$ cat src/verilog/i2ct_defs.vh
`ifndef I2CT_DEFS_VH
`define I2CT_DEFS_VH

// ****************************************
// bit counter marks
// ****************************************
`define I2CT_CNT_ZERO 4'h0
`define I2CT_CNT_ONE 4'h1
`define I2CT_CNT_LAST 4'h8
`define I2CT_CNT_ACK 4'h9

// ****************************************
// address byte fields
// ****************************************
`define I2CT_TEN_PREFIX 5'h1E
`define I2CT_PFX_HI 7
`define I2CT_PFX_LO 3
`define I2CT_A98_HI 2
`define I2CT_A98_LO 1
`define I2CT_A7_HI 7
`define I2CT_A7_LO 1
`define I2CT_RW_BIT 0
`define I2CT_MSB 7
`define I2CT_NEXT 6

// ****************************************
// reset values
// ****************************************
`define I2CT_BYTE_RST 8'h00
`define I2CT_ADDR_RST 8'h00
`define I2CT_CKP_RST 1'b1
`define I2CT_FLAG_RST 1'b0
`define I2CT_PIN_RST 2'h3
`define I2CT_OE_N_RST 1'b1
`define I2CT_PIN_OUT 1'b0

`endif

$ cat src/verilog/i2ct_sync2.v
`include "i2ct_defs.vh"

// ****************************************
// two-stage synchroniser for the bus pins
// ****************************************
module i2ct_sync2 (
    input wire i_ref_clk,
    input wire i_sys_rst,
    input wire [1:0] i_async,
    output wire [1:0] o_sync
);
    reg [1:0] meta_ff;
    reg [1:0] sync_ff;

    // resets to idle-high so no false start is seen after reset
    always @(posedge i_ref_clk) begin
        if (i_sys_rst) begin
            meta_ff <= `I2CT_PIN_RST;
            sync_ff <= `I2CT_PIN_RST;
        end else begin
            meta_ff <= i_async;
            sync_ff <= meta_ff;
        end
    end

    assign o_sync = sync_ff;
endmodule

$ cat src/verilog/i2ct_target.v
`include "i2ct_defs.vh"

module i2ct_target (
    input wire i_ref_clk,
    input wire i_sys_rst,
    input wire i_scl,
    input wire i_sda,
    input wire i_ten_bit_mode,
    input wire i_clock_stretch_enable,
    input wire i_address_hold_enable,
    input wire i_data_hold_enable,
    input wire i_target_collision_detect_enable,
    input wire i_start_irq_enable,
    input wire i_ack_data_choice,
    input wire i_addr_wr,
    input wire [7:0] i_addr_wdata,
    input wire i_buf_wr,
    input wire [7:0] i_buf_wdata,
    input wire i_buf_rd,
    input wire i_ckp_set,
    input wire i_irq_clr,
    input wire i_bcl_clr,
    output wire o_scl_o,
    output wire o_scl_oe_n,
    output wire o_sda_o,
    output wire o_sda_oe_n,
    output wire [7:0] o_rx_tx_buffer,
    output wire o_buffer_full_flag,
    output wire o_serial_irq_flag,
    output wire o_bus_collision_flag,
    output wire o_clock_release_bit,
    output wire o_ack_status_bit,
    output wire o_ack_timing_flag,
    output wire o_read_write_flag,
    output wire o_data_address_flag,
    output wire o_update_address_flag,
    output wire o_start_flag,
    output wire o_stop_flag
);
    localparam [2:0] ST_IDLE = 3'h0;
    localparam [2:0] ST_ADDR = 3'h1;
    localparam [2:0] ST_ADDR_LO = 3'h2;
    localparam [2:0] ST_RX = 3'h3;
    localparam [2:0] ST_TX = 3'h4;
    localparam [2:0] ST_WAIT = 3'h5;

    // ****************************************
    // pin sampling and bus events
    // ****************************************
    wire [1:0] pins_s;
    wire scl_s;
    wire sda_s;
    reg scl_q_ff, sda_q_ff;

    i2ct_sync2 u_sync (
        .i_ref_clk(i_ref_clk),
        .i_sys_rst(i_sys_rst),
        .i_async({i_scl, i_sda}),
        .o_sync(pins_s)
    );
    assign scl_s = pins_s[1];
    assign sda_s = pins_s[0];

    wire scl_rise = scl_s & ~scl_q_ff;
    wire scl_fall = ~scl_s & scl_q_ff;
    wire bus_start = scl_s & scl_q_ff & sda_q_ff & ~sda_s;
    wire bus_stop = scl_s & scl_q_ff & ~sda_q_ff & sda_s;

    // ****************************************
    // state
    // ****************************************
    reg [2:0] state_ff, nxt_state;
    reg [3:0] cnt_ff, nxt_cnt;
    reg [7:0] sr_ff, nxt_sr;
    reg [7:0] tx_sr_ff, nxt_tx_sr;
    reg [7:0] buf_ff, nxt_buf;
    reg [7:0] addr_ff, nxt_addr;
    reg bf_ff, nxt_bf;
    reg irq_ff, nxt_irq;
    reg bcl_ff, nxt_bcl;
    reg ckp_ff, nxt_ckp;
    reg ack_status_bit_ff, nxt_ack_status_bit;
    reg ack_timing_flag_ff, nxt_ack_timing_flag;
    reg rw_ff, nxt_rw;
    reg da_ff, nxt_da;
    reg ua_ff, nxt_ua;
    reg s_ff, nxt_s;
    reg p_ff, nxt_p;
    reg ten_ok_ff, nxt_ten_ok;
    reg ack_en_ff, nxt_ack_en;
    reg ack_sw_ff, nxt_ack_sw;
    reg tx_drv_ff, nxt_tx_drv;
    reg scl_oe_n_ff, sda_oe_n_ff;
    reg pin_out_ff;

    wire active = (state_ff != ST_IDLE) && (state_ff != ST_WAIT);
    wire hi_match = (sr_ff[`I2CT_PFX_HI:`I2CT_PFX_LO] == `I2CT_TEN_PREFIX) &&
                    (sr_ff[`I2CT_A98_HI:`I2CT_A98_LO] == addr_ff[`I2CT_A98_HI:`I2CT_A98_LO]);
    // a ten-bit read header only matches once the full write address was seen
    wire adr_match = i_ten_bit_mode ?
                     (hi_match & (~sr_ff[`I2CT_RW_BIT] | ten_ok_ff)) :
                     (sr_ff[`I2CT_A7_HI:`I2CT_A7_LO] == addr_ff[`I2CT_A7_HI:`I2CT_A7_LO]);
    // under hold the software choice decides; otherwise every match is acked
    wire acked = ack_en_ff & ~(ack_sw_ff & i_ack_data_choice);
    wire hold_scl = ~ckp_ff | ua_ff;

    // ****************************************
    // next state
    // ****************************************
    always @* begin
        nxt_state = state_ff;
        nxt_cnt = cnt_ff;
        nxt_sr = sr_ff;
        nxt_tx_sr = tx_sr_ff;
        nxt_buf = buf_ff;
        nxt_addr = addr_ff;
        nxt_bf = bf_ff;
        nxt_irq = irq_ff;
        nxt_bcl = bcl_ff;
        nxt_ckp = ckp_ff;
        nxt_ack_status_bit = ack_status_bit_ff;
        nxt_ack_timing_flag = ack_timing_flag_ff;
        nxt_rw = rw_ff;
        nxt_da = da_ff;
        nxt_ua = ua_ff;
        nxt_s = s_ff;
        nxt_p = p_ff;
        nxt_ten_ok = ten_ok_ff;
        nxt_ack_en = ack_en_ff;
        nxt_ack_sw = ack_sw_ff;
        nxt_tx_drv = tx_drv_ff;

        // software clears first so a same-cycle hardware set wins
        if (i_irq_clr) begin
            nxt_irq = 1'b0;
        end
        if (i_bcl_clr) begin
            nxt_bcl = 1'b0;
        end
        if (i_buf_rd) begin
            nxt_bf = 1'b0;
        end
        if (i_ckp_set) begin
            nxt_ckp = 1'b1;
        end
        if (i_addr_wr) begin
            nxt_addr = i_addr_wdata;
            nxt_ua = 1'b0;
        end
        if (i_buf_wr) begin
            nxt_buf = i_buf_wdata;
            nxt_tx_sr = i_buf_wdata;
            nxt_bf = 1'b1;
            // first bit goes out while the clock is still held low
            if ((state_ff == ST_TX) && (cnt_ff == `I2CT_CNT_ZERO)) begin
                nxt_tx_drv = ~i_buf_wdata[`I2CT_MSB];
            end
        end

        if (bus_start) begin
            nxt_state = ST_ADDR;
            nxt_cnt = `I2CT_CNT_ZERO;
            nxt_s = 1'b1;
            nxt_p = 1'b0;
            nxt_ack_en = 1'b0;
            nxt_tx_drv = 1'b0;
            if (i_start_irq_enable) begin
                nxt_irq = 1'b1;
            end
        end else if (bus_stop) begin
            nxt_state = ST_IDLE;
            nxt_cnt = `I2CT_CNT_ZERO;
            nxt_p = 1'b1;
            nxt_s = 1'b0;
            nxt_ten_ok = 1'b0;
            nxt_ack_en = 1'b0;
            nxt_tx_drv = 1'b0;
        end else if (active && scl_rise) begin
            if (cnt_ff < `I2CT_CNT_LAST) begin
                nxt_sr = {sr_ff[`I2CT_NEXT:0], sda_s};
                nxt_cnt = cnt_ff + `I2CT_CNT_ONE;
                // released a one but the line reads low: someone else won
                if ((state_ff == ST_TX) && ~tx_drv_ff && ~sda_s) begin
                    if (i_target_collision_detect_enable) begin
                        nxt_bcl = 1'b1;
                    end
                    nxt_state = ST_WAIT;
                    nxt_cnt = `I2CT_CNT_ZERO;
                end
            end else if (cnt_ff == `I2CT_CNT_LAST) begin
                nxt_cnt = `I2CT_CNT_ACK;
                if (state_ff == ST_TX) begin
                    nxt_ack_status_bit = sda_s;
                end
            end
        end else if (active && scl_fall) begin
            if (cnt_ff == `I2CT_CNT_LAST) begin
                nxt_ack_timing_flag = 1'b1;
                case (state_ff)
                    ST_ADDR: begin
                        if (adr_match) begin
                            nxt_rw = sr_ff[`I2CT_RW_BIT];
                            nxt_da = 1'b0;
                            nxt_buf = sr_ff;
                            nxt_bf = 1'b1;
                            nxt_ack_en = 1'b1;
                            if (i_address_hold_enable) begin
                                nxt_ckp = 1'b0;
                                nxt_irq = 1'b1;
                                nxt_ack_sw = 1'b1;
                            end
                        end else begin
                            nxt_state = ST_WAIT;
                            nxt_ack_timing_flag = 1'b0;
                        end
                    end
                    ST_ADDR_LO: begin
                        if (sr_ff == addr_ff) begin
                            nxt_buf = sr_ff;
                            nxt_bf = 1'b1;
                            nxt_ack_en = 1'b1;
                            nxt_ten_ok = 1'b1;
                            if (i_address_hold_enable) begin
                                nxt_ckp = 1'b0;
                                nxt_irq = 1'b1;
                                nxt_ack_sw = 1'b1;
                            end
                        end
                    end
                    ST_RX: begin
                        nxt_buf = sr_ff;
                        nxt_bf = 1'b1;
                        nxt_da = 1'b1;
                        nxt_ack_en = 1'b1;
                        if (i_data_hold_enable) begin
                            nxt_ckp = 1'b0;
                            nxt_irq = 1'b1;
                            nxt_ack_sw = 1'b1;
                        end
                    end
                    ST_TX: begin
                        nxt_tx_drv = 1'b0;
                        nxt_da = 1'b1;
                    end
                    default: begin
                        nxt_state = ST_WAIT;
                    end
                endcase
            end else if (cnt_ff == `I2CT_CNT_ACK) begin
                nxt_cnt = `I2CT_CNT_ZERO;
                nxt_ack_timing_flag = 1'b0;
                nxt_ack_en = 1'b0;
                nxt_ack_sw = 1'b0;
                case (state_ff)
                    ST_ADDR: begin
                        if (acked) begin
                            nxt_irq = 1'b1;
                            if (i_ten_bit_mode && ~rw_ff) begin
                                nxt_ua = 1'b1;
                                nxt_state = ST_ADDR_LO;
                            end else if (rw_ff) begin
                                nxt_ckp = 1'b0;
                                nxt_state = ST_TX;
                            end else begin
                                nxt_state = ST_RX;
                                if (i_clock_stretch_enable) begin
                                    nxt_ckp = 1'b0;
                                end
                            end
                        end else begin
                            nxt_state = ST_WAIT;
                        end
                    end
                    ST_ADDR_LO: begin
                        // mismatch still flags so software can restore the high byte
                        nxt_irq = 1'b1;
                        nxt_ua = 1'b1;
                        nxt_state = acked ? ST_RX : ST_WAIT;
                    end
                    ST_RX: begin
                        if (acked) begin
                            nxt_irq = 1'b1;
                            if (i_clock_stretch_enable) begin
                                nxt_ckp = 1'b0;
                            end
                        end else begin
                            nxt_state = ST_WAIT;
                        end
                    end
                    ST_TX: begin
                        nxt_irq = 1'b1;
                        if (~ack_status_bit_ff) begin
                            nxt_ckp = 1'b0;
                        end else begin
                            nxt_state = ST_WAIT;
                        end
                    end
                    default: begin
                        nxt_state = ST_WAIT;
                    end
                endcase
            end else if ((state_ff == ST_TX) && (cnt_ff != `I2CT_CNT_ZERO)) begin
                // data changes only while the clock is low
                nxt_tx_sr = {tx_sr_ff[`I2CT_NEXT:0], 1'b0};
                nxt_tx_drv = ~tx_sr_ff[`I2CT_NEXT];
            end
        end
        if (nxt_state == ST_WAIT) begin
            nxt_tx_drv = 1'b0;
            nxt_ack_en = 1'b0;
        end
    end

    // ****************************************
    // registers
    // ****************************************
    always @(posedge i_ref_clk) begin
        if (i_sys_rst) begin
            state_ff <= ST_IDLE;
            cnt_ff <= `I2CT_CNT_ZERO;
            sr_ff <= `I2CT_BYTE_RST;
            tx_sr_ff <= `I2CT_BYTE_RST;
            buf_ff <= `I2CT_BYTE_RST;
            addr_ff <= `I2CT_ADDR_RST;
            bf_ff <= `I2CT_FLAG_RST;
            irq_ff <= `I2CT_FLAG_RST;
            bcl_ff <= `I2CT_FLAG_RST;
            ckp_ff <= `I2CT_CKP_RST;
            ack_status_bit_ff <= `I2CT_FLAG_RST;
            ack_timing_flag_ff <= `I2CT_FLAG_RST;
            rw_ff <= `I2CT_FLAG_RST;
            da_ff <= `I2CT_FLAG_RST;
            ua_ff <= `I2CT_FLAG_RST;
            s_ff <= `I2CT_FLAG_RST;
            p_ff <= `I2CT_FLAG_RST;
            ten_ok_ff <= `I2CT_FLAG_RST;
            ack_en_ff <= `I2CT_FLAG_RST;
            ack_sw_ff <= `I2CT_FLAG_RST;
            tx_drv_ff <= `I2CT_FLAG_RST;
            scl_q_ff <= `I2CT_CKP_RST;
            sda_q_ff <= `I2CT_CKP_RST;
            scl_oe_n_ff <= `I2CT_OE_N_RST;
            sda_oe_n_ff <= `I2CT_OE_N_RST;
            pin_out_ff <= `I2CT_PIN_OUT;
        end else begin
            state_ff <= nxt_state;
            cnt_ff <= nxt_cnt;
            sr_ff <= nxt_sr;
            tx_sr_ff <= nxt_tx_sr;
            buf_ff <= nxt_buf;
            addr_ff <= nxt_addr;
            bf_ff <= nxt_bf;
            irq_ff <= nxt_irq;
            bcl_ff <= nxt_bcl;
            ckp_ff <= nxt_ckp;
            ack_status_bit_ff <= nxt_ack_status_bit;
            ack_timing_flag_ff <= nxt_ack_timing_flag;
            rw_ff <= nxt_rw;
            da_ff <= nxt_da;
            ua_ff <= nxt_ua;
            s_ff <= nxt_s;
            p_ff <= nxt_p;
            ten_ok_ff <= nxt_ten_ok;
            ack_en_ff <= nxt_ack_en;
            ack_sw_ff <= nxt_ack_sw;
            tx_drv_ff <= nxt_tx_drv;
            scl_q_ff <= scl_s;
            sda_q_ff <= sda_s;
            // grab the clock only once it is already low, never cut a high phase
            scl_oe_n_ff <= ~(hold_scl & (~scl_s | ~scl_oe_n_ff));
            sda_oe_n_ff <= ~(acked | nxt_tx_drv);
            pin_out_ff <= `I2CT_PIN_OUT;
        end
    end

    assign o_scl_o = pin_out_ff;
    assign o_sda_o = pin_out_ff;
    assign o_scl_oe_n = scl_oe_n_ff;
    assign o_sda_oe_n = sda_oe_n_ff;
    assign o_rx_tx_buffer = buf_ff;
    assign o_buffer_full_flag = bf_ff;
    assign o_serial_irq_flag = irq_ff;
    assign o_bus_collision_flag = bcl_ff;
    assign o_clock_release_bit = ckp_ff;
    assign o_ack_status_bit = ack_status_bit_ff;
    assign o_ack_timing_flag = ack_timing_flag_ff;
    assign o_read_write_flag = rw_ff;
    assign o_data_address_flag = da_ff;
    assign o_update_address_flag = ua_ff;
    assign o_start_flag = s_ff;
    assign o_stop_flag = p_ff;
endmodule

$ cat config.mk
export PLATFORM = sky130hd
export DESIGN_NAME = i2ct_target
export DESIGN_NICKNAME = d
export VERILOG_FILES = /design/src/verilog/i2ct_sync2.v /design/src/verilog/i2ct_target.v
export VERILOG_INCLUDE_DIRS = /design/src /design/src/verilog
export SDC_FILE = /design/constraint.sdc
export NUM_CORES = 1
export LEC_CHECK = 0
export ABC_AREA = 1
export BUFFER_PORTS_ARGS = -buffer_cell sky130_fd_sc_hd__clkbuf_2
export CORE_MARGIN = 1
export CORE_UTILIZATION = 35
export CTS_BUF_LIST = sky130_fd_sc_hd__clkbuf_8 sky130_fd_sc_hd__clkbuf_16
export CTS_CLUSTER_DIAMETER = 60
export CTS_CLUSTER_SIZE = 16
export DETAILED_ROUTE_END_ITERATION = 6
export PLACE_DENSITY = 0.58
export SLEW_MARGIN = 0
export SYNTH_ARGS = -nofsm -noshare
export SYNTH_HDL_FRONTEND = slang
export SYNTH_HIERARCHICAL = 1
export SYNTH_SLANG_ARGS = --single-unit
$ cat constraint.sdc
create_clock -name i_ref_clk -period 1.8 [get_ports i_ref_clk]
set_input_delay 0.18 -clock i_ref_clk [delete_from_list [all_inputs] [get_ports i_ref_clk]]
set_output_delay 0.18 -clock i_ref_clk [all_outputs]
set_load 0.05 [all_outputs]
==> results of run 1 <==
-- sequential cells by signal (all words and copies together), names as in the netlist, 2 cells and up --
signal	cells
u_sync/o_sync	2
cnt_ff	4
u_sync/meta_ff	2
o_rx_tx_buffer	8
tx_sr_ff	7
addr_ff	8
sr_ff	8
state_ff	3
-- cell usage in the layout (no fill, tap or decap), types with 4 or more instances in the layout --
cell / instances
a211oi_1: 4
clkbuf_2: 53
o21ai_0: 36
nor2_4: 4
clkbuf_8: 10
nor2_1: 34
a31oi_1: 5
buf_4: 57
nand2_2: 9
nor2_2: 8
dfxtp_1: 54
inv_1: 48
nand2_1: 118
nor3_1: 6
dfxtp_2: 7
nand4_1: 8
nand3_1: 11
inv_2: 10
a21oi_2: 5
a21oi_1: 45
-- logic make-up after synthesis --
family / after synthesis / synth area share
flops: 61 / 0.388
compound gates: 111 / 0.197
fa+ha+maj: 3 / 0.0119
buf+inv: 70 / 0.0875
xor+xnor: 6 / 0.0167
other cells: 1 / 0.00119
simple gates: 215 / 0.298
-- where the power goes --
group	leakage, nW	internal [mW]	switching, mW
registers	0.502	1.39	0.0273
logic	1.43	0.132	0.240
clock network	0.103	0.663	0.552
-- metal layers --
layer	routed length [µm]	global-route usage	up-vias	share of wire
met4	139	0.0735	0	0.015
li1	-	-	1751	-
met3	520	0.0318	13	0.056
met1	4710	0.291	1536	0.50
met5	0	0	-	0
met2	3980	0.291	115	0.43
-- timing repair --
item	CTS	global route
gates resized for setup	3	53
endpoints found under the setup margin	3	26
endpoints found under the hold margin	0	0
buffers inserted	0	5
hold buffers	0	0
pin swaps	0	9
-- layout make-up --
type / count / area, µm² / area share
clock buffer: 10 / 138 / 0.0319
clock inverter: 5 / 52.6 / 0.0122
inverter: 60 / 235 / 0.0545
multi-input combinational: 337 / 1810 / 0.419
sequential: 61 / 1230 / 0.285
tap: 108 / 135 / 0.0313
timing repair buffer: 112 / 716 / 0.166
-- final timing paths --
path / startpoint / end / slack, ns / cells after the start
worst max register to register: cnt_ff[1] / o_sda_oe_n / 0.09 / 8
worst max-delay path: cnt_ff[1] / o_sda_oe_n / 0.09 / 8
worst min register to register: u_sync/meta_ff[1] / u_sync/o_sync[1] / 0.41 / 2
worst min-delay path: i_sda / u_sync/meta_ff[0] / 0.02 / 3
-- through the flow --
stage / cells / utilization
2_1_floorplan: 468 / -
3_3_place_gp: 673 / 0.448
3_5_place_dp: 673 / 0.448
4_1_cts: 688 / 0.470
5_1_grt: 693 / 0.495
6_report: 693 / 0.495
-- critical path, cell delays in order, from the launching register on --
cell and delay, ns:
dfxtp_1 0.33, inv_1 0.06, ha_2 0.21, a31oi_1 0.28, nand2_2 0.15, o211ai_1 0.27
o21ai_1 0.14, nor2_1 0.10, a21oi_1 0.07
==> out/summary.txt, run 1 <==
Core Region: 8720 µm²
Worst Hold Class: in -> reg
Final worst slack: 0.0920 ns
Global placer's final weighted congestion: 0.889
Worst EP required: 2.02 ns
Initial antenna violation count: 0
Die width: 96.8 µm
1st-iter DRT viols: 186
Initial core utilization: 0.361
Final setup vio count: 0
WHS: 0.0162 ns
Post-synthesis cell count: 467
Cell with the most instances after synthesis: nand2_1
Worst setup EP type: flip-flop
Share of cells above drive strength 1: 0.330
Synthesis-stage register bit count: 61
Drt first pass iters: 5
Placement row count: 34
Critical path type: reg -> reg
Total global-route track usage: 0.199
Via Count: 3415
Nets: 617
Unrepaired setup endpoints after global routing: true
DR WL/cell: 13.5 µm
Post-route antenna net violation count: 0
Root Buffer Master: clkbuf_8
Max-slew violation count: 0
Synth Flop Type: dfxtp_1
Pwr Total: 3.01 mW
Clock skew: 0.0108 ns
Dominant cell type by area after synthesis: dfxtp_1
Setup crit start kind: flip-flop
Clock Path Buffers: 2
DP HPWL: 7.04 mm
Leakage power: 2.04 nW
Worst Path Max Fanout: 4
DIE HEIGHT: 96.8 µm
Fill cells: 884
Count of unique library cells instantiated by Yosys: 38
Antenna Cells: 0
Post-DP Area: 3910 µm²
DRC: 0
Outcome: complete, no violations
Port bufs: 53
Design area: 4320 µm²
Worst vdd ir: 358 µV
Clock Pin Slew Worst Setup and Hold Paths: 0.07 ns
Final Hold Fails: 0
Routed wire length: 9.35 mm
Vias in the first global route: 3117
Vias per cell: 4.93
P per Cell Area: 697 nW/µm²
Largest net degree at the start of global routing: 28
Max Cap Viol: 0
Number of buffers created by CTS: 9
Setup slack at placement: -0.0577 ns
Cell Area, Synth: 3150 µm²
Syn. warnings: 6
Syn avg cell area: 6.74 µm²
Clock sink count: 61
Syn-to-layout area delta: 37.2%
Synth area leaders: dfxtp_1, nand2_1, a21oi_1
Proportion of netlist area held by the largest area contributor: 0.388
Synth cell count leaders: nand2_1, dfxtp_1, inv_1
IO Count: 56
Number of flops mapped to enable cells by yosys: 0
Post-synthesis sequential area ratio: 0.388
Ys async rst share: 0
Tcrit/Tclk final: 0.949
Clk_lat worst skew: 0.34 ns
First-pass GRT wire length: 15.0 mm
Grt total ovfl: 0
Maximum operating frequency: 585 MHz
Setup TNS: 0 ns
TritonCTS clock tree: yes
DIE AREA: 9370 µm²
CTS H-tree lvls: 3
Worst EP arrival: 1.93 ns
Tmin final: 1.71 ns
No activity file was read; power rests on OpenSTA's default activity.
==> run 2: changes to the inputs <==
--- a/config.mk
+++ b/config.mk
@@ -6,14 +6,13 @@
 export SDC_FILE = /design/constraint.sdc
 export NUM_CORES = 1
 export LEC_CHECK = 0
-export ABC_AREA = 1
 export BUFFER_PORTS_ARGS = -buffer_cell sky130_fd_sc_hd__clkbuf_2
-export CORE_MARGIN = 1
 export CORE_UTILIZATION = 35
 export CTS_BUF_LIST = sky130_fd_sc_hd__clkbuf_8 sky130_fd_sc_hd__clkbuf_16
 export CTS_CLUSTER_DIAMETER = 60
 export CTS_CLUSTER_SIZE = 16
 export DETAILED_ROUTE_END_ITERATION = 6
+export GPL_TIMING_DRIVEN = 0
 export PLACE_DENSITY = 0.58
 export SLEW_MARGIN = 0
 export SYNTH_ARGS = -nofsm -noshare
==> run 2 against run 1 <==
  * The run now ends with design-rule violations, negative setup slack left
  * Total power grew 6.9%
  * Critical path type unchanged
  * Synthesized area up 3.3%
  * Core utilization rose by 3.7 points
  * Largest power group unchanged
  * Sequential power about the same
==> out/summary.txt, run 2 <==
Post-layout util: 0.532 (was 0.495)
Tmin final: 2.20 ns (was 1.71 ns)
Initial core utilization: 0.367 (was 0.361)
DIE AREA: 9670 µm² (was 9370 µm²)
Clock Pin Slew Worst Setup and Hold Paths: 0.08 ns (was 0.07 ns)
Final Hold Fails: 0 (unchanged)
Worst EP arrival: 2.45 ns (was 1.93 ns)
Die width: 98.4 µm (was 96.8 µm)
Flop pwr share: 0.441 (was 0.472)
Leakage power: 1.96 nW (was 2.04 nW)
Core Region: 8850 µm² (was 8720 µm²)
Non-Filler Instances: 591 (was 693)
DR WL/cell: 17.9 µm (was 13.5 µm)
Cell Area, Synth: 3250 µm² (was 3150 µm²)
Clock Path Buffers: 2 (unchanged)
DIE HEIGHT: 98.4 µm (was 96.8 µm)
Fill cells: 861 (was 884)
Count of unique library cells instantiated by Yosys: 64 (was 38)
Number of flops mapped to enable cells by yosys: 0 (unchanged)
Outcome: complete, but fails checks (was complete, no violations)
Top delay family on crit path: compound AO/OA/AOI/OAI gates (unchanged)
Clock power frac: 0.431 (was 0.404)
Nets: 514 (was 617)
Vias per cell: 5.55 (was 4.93)
CP max-delay cell: a21boi_1 (was dfxtp_1)
Ys async rst share: 0 (unchanged)
Critical path type: reg -> reg (unchanged)
Synth area leaders: dfxtp_1, mux2i_1, nor2_1 (was dfxtp_1, nand2_1, a21oi_1)
P per Cell Area: 683 nW/µm² (was 697 nW/µm²)
Worst-path cell chain: a21boi_1 -> o2111ai_1 -> a221o_1 -> and3_4 -> a2111oi_4 (was inv_1 -> ha_2 -> a31oi_1 -> nand2_2 -> o211ai_1 -> o21ai_1 -> nor2_1 -> a21oi_1)
Post-synthesis cell count: 381 (was 467)
Synthesis-stage register bit count: 61 (unchanged)
Root Buffer Master: clkbuf_8 (unchanged)
Maximum operating frequency: 455 MHz (was 585 MHz)
Clock skew: 0.00947 ns (was 0.0108 ns)
Worst EP required: 2.05 ns (was 2.02 ns)
First-pass GRT wire length: 16.3 mm (was 15.0 mm)
Combinational share of power: 0.129 (was 0.124)
Synth cell count leaders: dfxtp_1, nor2_1, a21oi_1 (was nand2_1, dfxtp_1, inv_1)
Proportion of netlist area held by the largest area contributor: 0.376 (was 0.388)
Initial antenna violation count: 0 (unchanged)
1st-iter DRT viols: 175 (was 186)
Unrepaired setup endpoints after global routing: true (unchanged)
Drt first pass iters: 7 (was 5)
Worst Tran Pin Value: 0.658 ns
Grt total ovfl: 0 (unchanged)
Syn-to-layout area delta: 44.8% (was 37.2%)
Post-synthesis sequential area ratio: 0.376 (was 0.388)
Cell with the most instances after synthesis: dfxtp_1 (was nand2_1)
Placement row count: 34 (unchanged)
Setup TNS: -4.65 ns (was 0 ns)
Syn. warnings: 6 (unchanged)
Max-slew violation count: 0 (unchanged)
Max Cap Viol: 0 (unchanged)
Largest net degree at the start of global routing: 14 (was 28)
Failing checks: design-rule violations, negative setup slack
Dominant cell type by area after synthesis: dfxtp_1 (unchanged)
IO Count: 56 (unchanged)
Number of buffers created by CTS: 9 (unchanged)
Final setup vio count: 16 (was 0)
Share of cells above drive strength 1: 0.427 (was 0.330)
Synth Flop Type: dfxtp_1 (unchanged)
Antenna Cells: 0 (unchanged)
Vias in the first global route: 3109 (was 3117)
DRC: 1 (was 0)
Post-route antenna net violation count: 0 (unchanged)
Global placer's final weighted congestion: 0.961 (was 0.889)
Clock sink count: 61 (unchanged)
Worst setup EP type: flip-flop (unchanged)
CP max stage delay: 0.53 ns (was 0.33 ns)
Worst vdd ir: 359 µV (was 358 µV)
Tcrit/Tclk final: 1.22 (was 0.949)
Via Count: 3278 (was 3415)
Syn avg cell area: 8.53 µm² (was 6.74 µm²)
Max-Slew Margin vs Limit: 0.561
Total global-route track usage: 0.217 (was 0.199)
Placed Cells incl. Taps: 541 (was 673)
Commonest non-fill, non-tap cell in the layout: clkbuf_2 (was nand2_1)
Sw power: 0.897 mW (was 0.820 mW)
Routed wire length: 10.6 mm (was 9.35 mm)
Final worst slack: -0.396 ns (was 0.0920 ns)
Sw frac: 0.279 (was 0.272)
Buf+Inv Stages, Crit Path: 0 (was 1)
Worst Path Max Fanout: 4 (unchanged)
Port bufs: 51 (was 53)
CTS H-tree lvls: 3 (unchanged)
DP HPWL: 7.10 mm (was 7.04 mm)
TritonCTS clock tree: yes (unchanged)
Clk_lat worst skew: 0.35 ns (was 0.34 ns)
Worst Hold Class: in -> reg (unchanged)
Internal power: 2.32 mW (was 2.19 mW)
Most frequent cells in the layout: clkbuf_2, dfxtp_1, nor2_1 (was nand2_1, buf_4, dfxtp_1)
Setup crit start kind: flip-flop (unchanged)
run 2: through the flow:
stage	worst slack, ns	area (µm²)	power (mW)	hold slack (ns)
5_1_grt	-0.489	4700	3.32	0.0274
4_1_cts	-0.286	4270	3.19	0.0119
3_3_place_gp	-0.575	3690	1.79	0.359
2_1_floorplan	-0.172	3300	1.68	0.277
3_5_place_dp	-0.609	3690	1.79	0.368
6_report	-0.396	4700	3.21	0.0182
run 2: kinds of logic (layout without fill, tap and decap cells):
kind of cell               after synthesis  after routing  share of synthesized area
AOI/OAI and AO/OA                       87             87                      0.181
xor gates and xnor gates                11             11                     0.0297
adders and majority gates                3              3                     0.0116
buffers and inverters                   30            131                     0.0420
DFF                                     61             61                      0.376
muxes                                   34             34                      0.108
other                                    1              2                    0.00115
and+or+nand+nor                        154            154                      0.251
run 2: per-layer routing:
layer,share of wire,global-route usage,up-vias
li1,-,-,1555
met1,0.43,0.281,1585
met2,0.48,0.351,115
met3,0.061,0.0437,23
met4,0.024,0.0896,0
met5,0,0,-
run 2: final cells by class:
| cell class | count | area (µm²) | share of cell area |
|---|---|---|---|
| inverter | 10 | 42.5 | 0.00904 |
| tap | 108 | 135 | 0.0287 |
| buffer | 18 | 121 | 0.0258 |
| sequential | 61 | 1240 | 0.264 |
| timing repair buffer | 87 | 564 | 0.120 |
| multi-input combinational | 291 | 2380 | 0.507 |
| clock inverter | 7 | 90.1 | 0.0191 |
| clock buffer | 9 | 124 | 0.0263 |
run 2: timing repair:
action	CTS	global route
hold buffers	0	0
cloned	1	0
gates resized for setup	49	61
hold endpoints to repair	0	0
setup buffers	17	19
pin swaps	11	23
endpoints found under the setup margin	41	35
run 2: path summary, 6_finish.rpt:
path / from / cells past startpoint / endpoint / slack (ns)
max: ack_en_ff / 5 / ack_en_ff / -0.40
min: i_sda / 2 / u_sync/meta_ff[0] / 0.02
max reg2reg: ack_en_ff / 5 / ack_en_ff / -0.40
min reg2reg: u_sync/meta_ff[0] / 1 / u_sync/o_sync[0] / 0.41
run 2: power by group through the flow:
| stage | sequential [mW] | clock, mW | combinational (mW) |
|---|---|---|---|
| 6_report | 1.42 | 1.38 | 0.414 |
| 2_1_floorplan | 1.49 | 0 | 0.188 |
| 3_5_place_dp | 1.45 | 0 | 0.346 |
| 4_1_cts | 1.41 | 1.40 | 0.376 |
| 3_3_place_gp | 1.45 | 0 | 0.344 |
| 5_1_grt | 1.42 | 1.46 | 0.443 |
